--- src/inc/t2cc_defines.svh ---
// Purpose: Register map, field positions and counts for the 16-bit timer
// Assumes: APB byte addresses, one 32-bit word per register
// Notes:   Included by bare name from every design file
`ifndef T2CC_DEFINES_SVH
`define T2CC_DEFINES_SVH

// Register byte offsets
`define T2CC_OFF_CTRL    8'h00
`define T2CC_OFF_MODE    8'h04
`define T2CC_OFF_COUNT   8'h08
`define T2CC_OFF_CAPTURE 8'h0C
`define T2CC_OFF_STATUS  8'h10
`define T2CC_OFF_MASK    8'h14

// Control register fields
`define T2CC_CTRL_CAPSEL 0
`define T2CC_CTRL_SRC    1
`define T2CC_CTRL_RUN    2
`define T2CC_CTRL_EXTEN  3
`define T2CC_CTRL_TXSEL  4
`define T2CC_CTRL_RXSEL  5

// Mode register fields
`define T2CC_MODE_DOWN   0
`define T2CC_MODE_CLKOUT 1
`define T2CC_MODE_TWELVE 2
`define T2CC_MODE_PINVAL 3
`define T2CC_MODE_PINOE  4

// Status and mask fields
`define T2CC_ST_OVF      0
`define T2CC_ST_EXT      1

// Oscillator clocks per count step
`define T2CC_DIV_6CLK    4'h6
`define T2CC_DIV_12CLK   4'hC
`define T2CC_DIV_FAST6   4'h1
`define T2CC_DIV_FAST12  4'h2

// Reset and limit values
`define T2CC_COUNT_MAX   16'hFFFF
`define T2CC_RST16       16'h0000
`define T2CC_PIN_IDLE    1'b1

`endif

--- src/inc/t2cc_pkg.sv ---
// Purpose: Shared types for the 16-bit timer
// Assumes: Used by scoped name only
// Notes:   Operating mode decoded from control bits
package t2cc_pkg;
    typedef enum logic [1:0] {
        T2CC_CAPTURE,
        T2CC_RELOAD,
        T2CC_BAUD
    } t2cc_mode_t;
endpackage

--- src/rtl/t2cc_pin_sync.sv ---
// Purpose: Three-stage pin synchroniser with falling-edge pulse
// Assumes: Pin is asynchronous to clk
// Notes:   Level changes only when stages two and three agree
`timescale 1ns/100ps
`default_nettype none
`include "t2cc_defines.svh"
module t2cc_pin_sync (
    input  wire logic clk,
    input  wire logic sys_rst,
    input  wire logic pinIn,
    output logic      level,
    output logic      fall
);
    logic s1;
    logic s2;
    logic s3;
    logic next_level;
    logic next_fall;

    // Stage one feeds stage two only
    always_comb
    begin
        next_level = level;
        next_fall  = 1'b0;
        if (s2 == s3)
        begin
            next_level = s3;
            next_fall  = level & ~s3; // One pulse per settled falling edge
        end
    end

    // Idle high keeps reset from looking like an edge
    always_ff @(posedge clk or posedge sys_rst)
    begin
        if (sys_rst)
        begin
            s1    <= `T2CC_PIN_IDLE;
            s2    <= `T2CC_PIN_IDLE;
            s3    <= `T2CC_PIN_IDLE;
            level <= `T2CC_PIN_IDLE;
            fall  <= 1'b0;
        end
        else
        begin
            s1    <= pinIn;
            s2    <= s1;
            s3    <= s2;
            level <= next_level;
            fall  <= next_fall;
        end
    end
endmodule
`default_nettype wire

--- src/rtl/t2cc_prescaler.sv ---
// Purpose: Divides the oscillator into count steps
// Assumes: divide is at least one
// Notes:   Restarts whenever run drops
`timescale 1ns/100ps
`default_nettype none
`include "t2cc_defines.svh"
module t2cc_prescaler (
    input  wire logic       clk,
    input  wire logic       sys_rst,
    input  wire logic       run,
    input  wire logic [3:0] divide,
    output logic            tick
);
    logic [3:0] cnt;
    logic [3:0] next_cnt;
    logic       next_tick;

    // One tick every divide clocks
    always_comb
    begin
        next_cnt  = 4'h0;
        next_tick = 1'b0;
        if (run)
        begin
            if (4'(cnt + 4'h1) >= divide)
                next_tick = 1'b1;
            else
                next_cnt = 4'(cnt + 4'h1);
        end
    end

    always_ff @(posedge clk or posedge sys_rst)
    begin
        if (sys_rst)
        begin
            cnt  <= 4'h0;
            tick <= 1'b0;
        end
        else
        begin
            cnt  <= next_cnt;
            tick <= next_tick;
        end
    end
endmodule
`default_nettype wire

--- src/rtl/t2cc_timer.sv ---
// Purpose: 16-bit timer/counter with capture, reload, baud and clock-out
// Assumes: clk is the oscillator; APB slave with one wait state
// Notes:   Flags are write-one-to-clear; hardware set wins
//
// Summary of operation
// - 16-bit count of prescaled clock or shared-pin falling edges, chosen by source bit.
// - Capture, auto-reload up/down and baud generation modes chosen by control bits.
// - Capture mode without trigger enable: plain counter, overflow sets overflow flag.
// - Overflow flag drives the interrupt when its enable bit is set.
// - Trigger falling edge with enable copies count bytes into capture bytes.
// - Capture sets external flag; same interrupt; both flags readable.
// - Capture mode never reloads; counting continues across capture.
// - Timer steps every 6 or 12 clocks, or every 1 or 2 for baud or clock-out; counter steps on pin edges.
// - Shared pin is plain I/O, count input, or square-wave output.
// - Clock-out frequency is osc over 2n times (65536 minus capture value).
// - Capture bytes form one unsigned 16-bit value, high byte on top.
// - Clock-out roll-overs raise no interrupt request.
// - Baud and clock-out may run together from one roll-over stream.
// - Overflow flag stays clear while serial clock selects route this timer.
`timescale 1ns/100ps
`default_nettype none
`include "t2cc_defines.svh"
module t2cc_timer (
    input  wire logic        clk,
    input  wire logic        sys_rst,
    input  wire logic        psel,
    input  wire logic        penable,
    input  wire logic        pwrite,
    input  wire logic [7:0]  paddr,
    input  wire logic [31:0] pwdata,
    output logic [31:0]      prdata,
    output logic             pready,
    output logic             pslverr,
    input  wire logic        triggerPin,
    input  wire logic        sharedPinIn,
    output logic             sharedPinOut,
    output logic             sharedPinOe,
    output logic             serialClockPulse,
    output logic             irq
);
    // Control bits
    logic        captureSelect;
    logic        countSourceSelect;
    logic        runControl;
    logic        externalTriggerEnable;
    logic        serialTxClockSelect;
    logic        serialRxClockSelect;
    // Mode bits
    logic        downCountEnable;
    logic        clockOutputEnable;
    logic        twelveClockMode;
    logic        pinValue;
    logic        pinDriveEnable;
    // Datapath
    logic [15:0] count;
    logic [15:0] capture;
    logic [1:0]  status;
    logic [1:0]  mask;
    // Next values
    logic [5:0]  next_ctrl;
    logic [4:0]  next_mode;
    logic [15:0] next_count;
    logic [15:0] next_capture;
    logic [1:0]  next_status;
    logic [1:0]  next_mask;
    logic [31:0] next_prdata;
    logic        next_pready;
    logic        next_pslverr;
    logic        next_pinOut;
    logic        next_pinOe;
    logic        next_serial;
    logic        next_irq;
    // Internal
    t2cc_pkg::t2cc_mode_t mode;
    logic        trigLevel;
    logic        trigFall;
    logic        pinLevel;
    logic        pinFall;
    logic        preTick;
    logic        fastStep;
    logic [3:0]  divide;
    logic        incTick;
    logic        roll;
    logic        ovfEvent;
    logic        extEvent;
    logic        mapped;
    logic        wrDone;

    // True when the bus address selects the given register
    function automatic logic hit(input logic [7:0] a, input logic [7:0] off);
        hit = (a == off);
    endfunction

    t2cc_pin_sync u_trig (
        .clk     (clk),
        .sys_rst (sys_rst),
        .pinIn   (triggerPin),
        .level   (trigLevel),
        .fall    (trigFall)
    );

    t2cc_pin_sync u_pin (
        .clk     (clk),
        .sys_rst (sys_rst),
        .pinIn   (sharedPinIn),
        .level   (pinLevel),
        .fall    (pinFall)
    );

    // Baud and clock-out step at osc or osc/2 so a toggle per roll-over
    // gives osc / (2 * n * (65536 - capture))
    always_comb
    begin
        fastStep = serialTxClockSelect | serialRxClockSelect | clockOutputEnable;
        if (fastStep)
            divide = twelveClockMode ? `T2CC_DIV_FAST12 : `T2CC_DIV_FAST6;
        else
            divide = twelveClockMode ? `T2CC_DIV_12CLK : `T2CC_DIV_6CLK;
    end

    t2cc_prescaler u_pre (
        .clk     (clk),
        .sys_rst (sys_rst),
        .run     (runControl),
        .divide  (divide),
        .tick    (preTick)
    );

    // Mode decode: serial selects win, clock-out needs the reload path
    always_comb
    begin
        if (serialTxClockSelect | serialRxClockSelect)
            mode = t2cc_pkg::T2CC_BAUD;
        else if (captureSelect & ~clockOutputEnable)
            mode = t2cc_pkg::T2CC_CAPTURE;
        else
            mode = t2cc_pkg::T2CC_RELOAD;
    end

    // Step source: prescaled clock or synchronised pin edges
    always_comb
    begin
        incTick = runControl & (countSourceSelect ? pinFall : preTick);
    end

    // APB decode; writes land at the edge that samples pready high
    always_comb
    begin
        mapped = hit(paddr, `T2CC_OFF_CTRL) | hit(paddr, `T2CC_OFF_MODE)
               | hit(paddr, `T2CC_OFF_COUNT) | hit(paddr, `T2CC_OFF_CAPTURE)
               | hit(paddr, `T2CC_OFF_STATUS) | hit(paddr, `T2CC_OFF_MASK);
        wrDone = psel & penable & pready & pwrite & mapped;
        next_pready  = psel & penable & ~pready;
        next_pslverr = psel & penable & ~pready & ~mapped;
        next_prdata  = 32'h0000_0000;
        if (psel & penable & ~pready & ~pwrite)
        begin
            case (paddr)
                `T2CC_OFF_CTRL:
                    next_prdata[5:0] = {serialRxClockSelect, serialTxClockSelect,
                                        externalTriggerEnable, runControl,
                                        countSourceSelect, captureSelect};
                `T2CC_OFF_MODE:
                    next_prdata[4:0] = {pinDriveEnable, pinValue, twelveClockMode,
                                        clockOutputEnable, downCountEnable};
                `T2CC_OFF_COUNT:   next_prdata[15:0] = count;
                `T2CC_OFF_CAPTURE: next_prdata[15:0] = capture;
                `T2CC_OFF_STATUS:  next_prdata[1:0] = status;
                `T2CC_OFF_MASK:    next_prdata[1:0] = mask;
                default:           next_prdata = 32'h0000_0000;
            endcase
        end
    end

    // Control and mode registers
    always_comb
    begin
        next_ctrl = {serialRxClockSelect, serialTxClockSelect, externalTriggerEnable,
                     runControl, countSourceSelect, captureSelect};
        next_mode = {pinDriveEnable, pinValue, twelveClockMode,
                     clockOutputEnable, downCountEnable};
        next_mask = mask;
        if (wrDone & hit(paddr, `T2CC_OFF_CTRL))
            next_ctrl = pwdata[5:0];
        if (wrDone & hit(paddr, `T2CC_OFF_MODE))
            next_mode = pwdata[4:0];
        if (wrDone & hit(paddr, `T2CC_OFF_MASK))
            next_mask = pwdata[1:0];
    end

    // Count and capture datapath
    always_comb
    begin
        next_count   = count;
        next_capture = capture;
        roll         = 1'b0;
        extEvent     = 1'b0;
        if (wrDone & hit(paddr, `T2CC_OFF_CAPTURE))
            next_capture = pwdata[15:0];
        case (mode)
            t2cc_pkg::T2CC_CAPTURE:
            begin
                if (incTick)
                begin
                    next_count = 16'(count + 16'h0001); // Never reloads
                    roll = (count == `T2CC_COUNT_MAX);
                end
                if (externalTriggerEnable & trigFall)
                begin
                    next_capture = count; // High and low bytes together
                    extEvent = 1'b1;
                end
            end
            t2cc_pkg::T2CC_RELOAD:
            begin
                if (incTick)
                begin
                    if (downCountEnable & ~trigLevel)
                    begin
                        // Down count underflows at the capture value
                        roll = (count == capture);
                        next_count = roll ? `T2CC_COUNT_MAX : 16'(count - 16'h0001);
                    end
                    else
                    begin
                        roll = (count == `T2CC_COUNT_MAX);
                        next_count = roll ? capture : 16'(count + 16'h0001);
                    end
                end
                // Up/down mode uses the trigger as direction, not as an event
                if (externalTriggerEnable & ~downCountEnable & trigFall)
                begin
                    next_count = capture;
                    extEvent = 1'b1;
                end
            end
            t2cc_pkg::T2CC_BAUD:
            begin
                if (incTick)
                begin
                    roll = (count == `T2CC_COUNT_MAX);
                    next_count = roll ? capture : 16'(count + 16'h0001);
                end
                if (externalTriggerEnable & trigFall)
                    extEvent = 1'b1;
            end
            default:
            begin
                next_count = count;
            end
        endcase
        // Software write to the count wins over a step in the same cycle
        if (wrDone & hit(paddr, `T2CC_OFF_COUNT))
            next_count = pwdata[15:0];
    end

    // Overflow flag is held off when the roll-over feeds serial or clock-out
    always_comb
    begin
        ovfEvent = roll & ~serialTxClockSelect & ~serialRxClockSelect
                 & ~clockOutputEnable;
        next_status = status;
        if (wrDone & hit(paddr, `T2CC_OFF_STATUS))
            next_status = status & ~pwdata[1:0]; // Only software clears
        next_status[`T2CC_ST_OVF] = next_status[`T2CC_ST_OVF] | ovfEvent;
        next_status[`T2CC_ST_EXT] = next_status[`T2CC_ST_EXT] | extEvent;
        next_irq = |(next_status & mask);
    end

    // Shared pin: square wave when enabled, otherwise plain output or input
    always_comb
    begin
        next_serial = roll & (serialTxClockSelect | serialRxClockSelect);
        if (clockOutputEnable)
        begin
            next_pinOe  = 1'b1;
            next_pinOut = roll ? ~sharedPinOut : sharedPinOut;
        end
        else
        begin
            // Input role when not driven; counter use needs drive off
            next_pinOe  = pinDriveEnable;
            next_pinOut = pinValue;
        end
    end

    // All state registers; outputs come straight from here
    always_ff @(posedge clk or posedge sys_rst)
    begin
        if (sys_rst)
        begin
            {serialRxClockSelect, serialTxClockSelect, externalTriggerEnable,
             runControl, countSourceSelect, captureSelect} <= 6'h00;
            {pinDriveEnable, pinValue, twelveClockMode,
             clockOutputEnable, downCountEnable} <= 5'h00;
            count            <= `T2CC_RST16;
            capture          <= `T2CC_RST16;
            status           <= 2'h0;
            mask             <= 2'h0;
            prdata           <= 32'h0000_0000;
            pready           <= 1'b0;
            pslverr          <= 1'b0;
            sharedPinOut     <= 1'b0;
            sharedPinOe      <= 1'b0;
            serialClockPulse <= 1'b0;
            irq              <= 1'b0;
        end
        else
        begin
            {serialRxClockSelect, serialTxClockSelect, externalTriggerEnable,
             runControl, countSourceSelect, captureSelect} <= next_ctrl;
            {pinDriveEnable, pinValue, twelveClockMode,
             clockOutputEnable, downCountEnable} <= next_mode;
            count            <= next_count;
            capture          <= next_capture;
            status           <= next_status;
            mask             <= next_mask;
            prdata           <= next_prdata;
            pready           <= next_pready;
            pslverr          <= next_pslverr;
            sharedPinOut     <= next_pinOut;
            sharedPinOe      <= next_pinOe;
            serialClockPulse <= next_serial;
            irq              <= next_irq;
        end
    end

    // pinLevel is kept for software-visible pin reads in a later revision
    logic unusedPinLevel;
    assign unusedPinLevel = pinLevel;
endmodule
`default_nettype wire

--- config.mk ---
export PLATFORM = sky130hd
export DESIGN_NAME = t2cc_timer
export DESIGN_NICKNAME = d
export VERILOG_FILES = /design/src/inc/t2cc_pkg.sv /design/src/rtl/t2cc_pin_sync.sv /design/src/rtl/t2cc_prescaler.sv /design/src/rtl/t2cc_timer.sv
export VERILOG_INCLUDE_DIRS = /design/src /design/src/inc
export SDC_FILE = /design/constraint.sdc
export NUM_CORES = 1
export LEC_CHECK = 0
export ABC_AREA = 1
export BUFFER_PORTS_ARGS = -buffer_cell sky130_fd_sc_hd__buf_4
export CAP_MARGIN = 20
export CORE_AREA = 2 2 127 129
export DETAILED_ROUTE_END_ITERATION = 10
export DIE_AREA = 0 0 129 131
export GPL_TIMING_DRIVEN = 0
export PLACE_DENSITY_LB_ADDON = 0.12
export SYNTH_ARGS = -nofsm -noshare
export SYNTH_HDL_FRONTEND = slang
export SYNTH_SLANG_ARGS = --single-unit
--- constraint.sdc ---
create_clock -name clk -period 2.65 [get_ports clk]
set_input_delay 0.265 -clock clk [delete_from_list [all_inputs] [get_ports clk]]
set_output_delay 0.265 -clock clk [all_outputs]
set_load 0.03 [all_outputs]
==> results by group, run 1 <==
Run status
  • Outcome: complete, no violations

Synthesis
  • Synth Area per Inst: 6.52 um2
  • Ys flop type: dfrtp_1
  • Synthesized cell area: 6110 um2
  • Seq cells post-synth: 84
  • Register area share after synthesis: 34.5%
  • EDFF count, synth: 0
  • Synth warn: 0
  • Asr flop ratio synth: 100%
  • Synthesized instance count: 937
  • Distinct cells, synth: 44

Layout
  • Area grow syn2layout: 17.5%
  • # diodes: 0
  • Share of cells above drive strength 1: 16.5%
  • Fill count: 1680
  • NumNets Final: 1073

Drt
  • DRT antenna net count: 0
  • Vias per Instance: 4.92
  • WL final: 20400 um
  • Drt drc: 0
  • DR iter-0 viols: 656
  • Via count: 6092
  • Post-DR wirelength/cell: 16.5 um
  • First-pass iteration count of the detailed router: 5

Place
  • Post-DP HPWL: 15200 um
  • I/O Buffers: 52
  • Routability-driven placement congestion ratio: 0.958

Power
  • Switching power total: 0.712 mW
  • Sw Share: 25.2%
  • Leak: 3.88 nW
  • Seq pwr share: 46.2%
  • Pwr Density: 393 nW/um2
  • Clock share of power: 47.7%
  • Peak supply drop: 0.000315 V
  • Comb pwr share: 6.1%
  • P_int: 2.11 mW
  • Design Power: 2.82 mW

Job
  • Max Cap Viol: 0

Timing
  • RSZ-0062 raised after global routing: no
  • Final hold slack: 0.00982 ns
  • Final hold vios: 0
  • Fin crit period: 2.36 ns
  • Crit share post-route: 89.0%
  • Max-slew violations: 0
  • # setup viols final: 0
  • Pin slew with the least headroom to its limit: 0.809 ns
  • F_max: 424 MHz
  • Clk_skew: 0.00919 ns
  • Max-slew headroom: 46.1%

GRT
  • Gr ovfl total: 0
  • Vias in the first global route: 5462
  • GRT Overall Usage: 25.1%
  • First-pass GRT wire length: 31600 um
  • Initial antenna violation count: 0
  • Largest net degree at the start of global routing: 48

Critical path
  • Startpoint Class: flip-flop
  • Highest cell delay on the worst timing path: 0.40 ns
  • Critical Path Fanout Max: 8
  • Worst path top cell family by delay: simple AND/OR/NAND/NOR gates
  • Critical Path AT: 2.64 ns
  • Setup crit end kind: flip-flop
  • Crit path max-delay cell type: dfrtp_1
  • Crit path top cell by count: inv_1
  • Critical path class: reg2reg
  • Crit path buffers/inverters: 4
  • WP data required: 2.93 ns
  • Crit path cell chain: nor2_2 > inv_2 > nor2_4 > inv_1 > ha_1 > inv_1 > ha_1 > inv_1 > nor2_1 > o211ai_1 > nand4_1 > nor2_1

Clock network
  • CTS H-tree lvls: 3
  • Clock Tree Buf Depth: 2
  • Setup repair bufs after CTS: 0
  • Inserted Clock Buffers: 9
  • Worst skew pair latency: 0.36 ns
  • CTS clk-pin slew, worst paths: 0.07 ns
  • Clk sinks: 84
  • CTS tree: built
  • Root Buffer: clkbuf_16

Die
  • Io pins: 85
  • Core ar.: 15600 um2
  • Die area: 16900 um2
  • Die width: 129 um
  • Initial Util: 39.2%
  • Die Y: 131 um
  • Site Rows: 46

Min path
  • Tightest Hold Check Type: in2reg
## worst paths after layout
| kind | slack [ns] | startpoint | endpoint | cells after the start |
|---|---|---|---|---|
| setup reg to reg | 0.29 | serialRxClockSelect | u_pre.cnt[2] | 12 |
| setup / recovery | 0.29 | serialRxClockSelect | u_pre.cnt[2] | 12 |
| max in group asynchronous | 1.55 | sys_rst | count[13] | 4 |
| hold reg to reg | 0.36 | u_pin.s1 | u_pin.s2 | 0 |
| hold / removal | 0.01 | triggerPin | u_trig.s1 | 1 |
| min in group asynchronous | 0.50 | sys_rst | u_pre.cnt[0] | 3 |
## cell families (layout without fill, tap and decap cells)
kind of cell,after synthesis,after routing,share of synthesized area [%]
AND/OR/NAND/NOR,562,562,39.7
buffers and inverters,162,232,12.4
AO/OA/AOI/OAI,103,103,9.15
flip-flops,84,84,34.5
XOR/XNOR,14,14,2.01
adder cells (fa/ha/maj),11,11,2.17
other,1,16,0.0613
## registers in the layout (all words and copies together) (netlist names), 2 cells and up
register,flops
capture,16
prdata,16
count,16
status,2
u_pre.cnt,4
mask,2
## through the flow
step / setup TNS, ns / setup WS, ns / utilization [%] / cell area, um2 / cells
after global routing: 0 / 0.0462 / 46.1 / 7180 / 1238
after detailed placement: 0 / 0.116 / 44.0 / 6860 / 1221
after floorplan: 0 / 0.233 / - / 6170 / 952
after global placement: -68.56 / -0.906 / 43.8 / 6830 / 1220
after CTS: 0 / 0.0925 / 46.0 / 7180 / 1238
final: 0 / 0.291 / 46.1 / 7180 / 1238
## synthesized netlist by cell type (all sizes together), types with 8 or more instances
library cell | count | area share (%)
xor2 | 11 | 1.6
ha | 9 | 1.8
dfstp | 8 | 3.4
nand4 | 9 | 1.2
dfrtp | 76 | 31
buf | 48 | 5.4
a21oi | 30 | 2.5
inv | 109 | 6.7
nand2 | 332 | 21
nand3 | 91 | 7.6
nor2 | 115 | 8.1
o21ai | 60 | 5.0
## final cells by class
class	count	area [um2]	area share, %
Tap cell	216	270	3.76
Sequential cell	84	2110	29.4
Clock inverter	7	81.3	1.13
Clock buffer	9	225	3.13
Buffer	52	343	4.77
Multi-Input combinational cell	706	3310	46.1
Inverter	110	415	5.78
Timing Repair Buffer	54	428	5.96
## cell usage in the layout (no fill, tap or decap), types with 2 or more instances in the layout
| master | n |
|---|---|
| nor2_2 | 8 |
| a31oi_1 | 2 |
| o22ai_1 | 2 |
| inv_1 | 101 |
| a221oi_1 | 2 |
| nand3_1 | 89 |
| nor2_1 | 101 |
| dfstp_2 | 8 |
| dfrtp_1 | 76 |
| ha_1 | 9 |
| o211ai_1 | 3 |
| inv_6 | 3 |
| nand2_2 | 11 |
| o21ai_0 | 42 |
| buf_6 | 4 |
| o21ai_1 | 16 |
| nand3b_1 | 4 |
| clkbuf_1 | 4 |
| nand2_1 | 320 |
| buf_4 | 77 |
| buf_2 | 19 |
| maj3_1 | 2 |
| inv_2 | 7 |
| xnor2_1 | 3 |
| nand4_1 | 8 |
| nor2_4 | 5 |
| conb_1 | 16 |
| nand3_2 | 2 |
| clkbuf_16 | 9 |
| nor3_1 | 5 |
| o21ai_2 | 2 |
| xor2_1 | 11 |
| a21oi_1 | 30 |
| or2_2 | 2 |
## layer usage
layer / part of all wire (%) / vias up / global-route usage (%)
li1: - / 3073 / -
met1: 47 / 2763 / 36.7
met2: 44 / 227 / 38.1
met3: 6.6 / 29 / 3.50
met4: 2.3 / 0 / 8.76
met5: 0 / - / 0
## power groups by stage
| stage | clock [mW] | combinational [mW] | sequential [mW] |
|---|---|---|---|
| 2_1_floorplan | 0 | 0.0985 | 1.33 |
| 3_3_place_gp | 0 | 0.167 | 1.33 |
| 3_5_place_dp | 0 | 0.174 | 1.33 |
| 4_1_cts | 1.37 | 0.175 | 1.31 |
| 5_1_grt | 1.41 | 0.191 | 1.31 |
| 6_report | 1.35 | 0.172 | 1.31 |
## what timing repair did
| action | 4_1_cts | 5_1_grt |
|---|---|---|
| resized for setup | 0 | 2 |
| hold endpoints to repair | 29 | 0 |
| hold buffers | 1 | 0 |
| endpoints found under the setup margin | 0 | 4 |
No activity file was read; power rests on OpenSTA's default activity.
==> run 2: changes to the inputs <==
CELL_PAD_IN_SITES_DETAIL_PLACEMENT = 2   (was unset)
CELL_PAD_IN_SITES_GLOBAL_PLACEMENT = 2   (was unset)
CORE_AREA = 2 2 142 144   (was 2 2 127 129)
DIE_AREA = 0 0 144 146   (was 0 0 129 131)
==> run 2 against run 1 <==
Against the previous run: via count up 6.4%; design area rose by 0.94%; flip-flop and latch count stayed put; sequential power about the same; highest routed layer unchanged.
==> results by group, run 2 (synthesis results as in run 1) <==
Clock network
  • Setup repair bufs after CTS: 0
  • Inserted Clock Buffers: 9
  • CTS clk-pin slew, worst paths: 0.07 ns
  • Clock Tree Buf Depth: 2
  • Clk sinks: 84
  • CTS H-tree lvls: 3
  • CTS tree: built
  • Root Buffer: clkbuf_16
  • Worst skew pair latency: 0.36 ns

Critical path
  • Critical Path Fanout Max: 10
  • Startpoint Class: flip-flop
  • R2R cell count: 9
  • WP data required: 2.95 ns
  • Critical Path AT: 2.72 ns
  • Critical path class: reg2reg
  • Setup crit end kind: flip-flop

Timing
  • Crit share post-route: 91.4%
  • Final hold vios: 0
  • Fin crit period: 2.42 ns
  • Final hold slack: 0.0110 ns
  • F_max: 413 MHz
  • Max-slew headroom: 37.7%
  • # setup viols final: 0
  • Pin slew with the least headroom to its limit: 0.934 ns
  • RSZ-0062 raised after global routing: no
  • Clk_skew: 0.0119 ns
  • Max-slew violations: 0

Place
  • Cell Count Post-Placement: 1270
  • I/O Buffers: 52
  • Placed inst area: 6920 um2
  • Routability-driven placement congestion ratio: 0.875
  • Post-DP HPWL: 19600 um

Die
  • Core ar.: 19300 um2
  • Die Y: 146 um
  • Site Rows: 51
  • Die area: 21000 um2
  • Die width: 144 um
  • Initial Util: 31.6%
  • Io pins: 85

GRT
  • Vias in the first global route: 6846
  • Gr ovfl total: 0
  • First-pass GRT wire length: 40300 um
  • Initial antenna violation count: 0
  • Largest net degree at the start of global routing: 52
  • GRT Overall Usage: 25.6%

Layout
  • Area occupied by multi-input gates: 3320 um2
  • Area grow syn2layout: 18.6%
  • # diodes: 0
  • Fill count: 2395
  • Most common library cell in the layout ignoring fill and taps: nand2_1
  • NumNets Final: 1073
  • Most frequent cells in the layout: 319 x nand2_1, 101 x nor2_1, 101 x inv_1
  • Fin cells: 1287
  • Finished layout cell area: 7250 um2
  • Sequential Area: 2110 um2
  • Share of cells above drive strength 1: 16.5%
  • Largest regs: capture (16), count (16), prdata (16)

Min path
  • Tightest Hold Check Type: in2reg
  • Hold Crit Depth: 1

Drt
  • First-pass iteration count of the detailed router: 5
  • DR iter-0 viols: 317
  • Via count: 6480
  • Drt drc: 0
  • DRT antenna net count: 0
  • Vias per Instance: 5.03
  • Post-DR wirelength/cell: 20.2 um
  • WL final: 26000 um

Power
  • P_int: 2.11 mW
  • Clock share of power: 48.4%
  • Leak: 3.87 nW
  • Comb pwr share: 6.2%
  • Pwr Density: 396 nW/um2
  • Peak supply drop: 0.000295 V
  • Sw Share: 26.7%
  • Switching power total: 0.768 mW
  • Seq pwr share: 45.4%

Run status
  • Outcome: complete, no violations

Job
  • Max Cap Viol: 0
run 2: metal layers:
metal / vias up / global-route usage [%] / part of all wire [%]
li1: 3060 / - / -
met1: 3272 / 34.6 / 47
met2: 120 / 42.8 / 48
met3: 28 / 3.22 / 3.1
met4: 0 / 7.30 / 2.0
met5: - / 0 / 0
run 2: cell type report:
| type | count | area share, % |
|---|---|---|
| flip-flops and latches | 84 | 29.1 |
| well taps | 265 | 4.57 |
| multi-input cells | 706 | 45.7 |
| inverters | 110 | 5.76 |
| repair buffers | 54 | 5.90 |
| clock buffers | 10 | 3.16 |
| plain buffers | 52 | 4.73 |
| clock inverters | 6 | 1.02 |
run 2: path summary, 6_finish.rpt:
check / startpoint / end / slack [ns]
worst max-delay path: u_trig.level / count[2] / 0.23
worst min-delay path: sharedPinIn / u_pin.s1 / 0.01
worst max register to register: u_trig.level / count[2] / 0.23
worst min register to register: u_trig.s1 / u_trig.s2 / 0.36
max in group asynchronous: sys_rst / u_pin.level / 1.48
min in group asynchronous: sys_rst / u_pre.cnt[3] / 0.49
run 2: per-stage QoR:
step	util (%)	TNS, ns	total power [mW]	setup WS, ns
final	37.5	0	2.87	0.227
after global routing	37.5	0	2.96	0.0146
after CTS	37.4	0	2.90	0.0672
after detailed placement	35.8	-0.0355	1.51	-0.0247
after global placement	35.6	-87.06	1.50	-1.13
after floorplan	-	0	1.43	0.233
run 2: critical path: stages, from the launching register on:
cell,delay [ns]
dfstp_2,0.53
inv_1,0.09
nand2_1,0.38
clkinv_1,0.45
clkbuf_1,0.41
nand3_1,0.20
nand3_1,0.10
nand2_1,0.09
nand2_1,0.06
nand2_1,0.06
run 2: power groups by stage:
| stage | logic (mW) | clock network, mW | registers (mW) |
|---|---|---|---|
| finish | 0.179 | 1.39 | 1.30 |
| detailed placement | 0.180 | 0 | 1.33 |
| global placement | 0.170 | 0 | 1.33 |
| global route | 0.196 | 1.46 | 1.31 |
| CTS | 0.182 | 1.42 | 1.30 |
| floorplan | 0.0985 | 0 | 1.33 |
run 2: repair_timing:
item	4_1_cts	5_1_grt
setup endpoints to repair	4	18
pin swaps	0	2
endpoints found under the hold margin	29	0
gates resized for setup	1	5
hold buffers	1	0
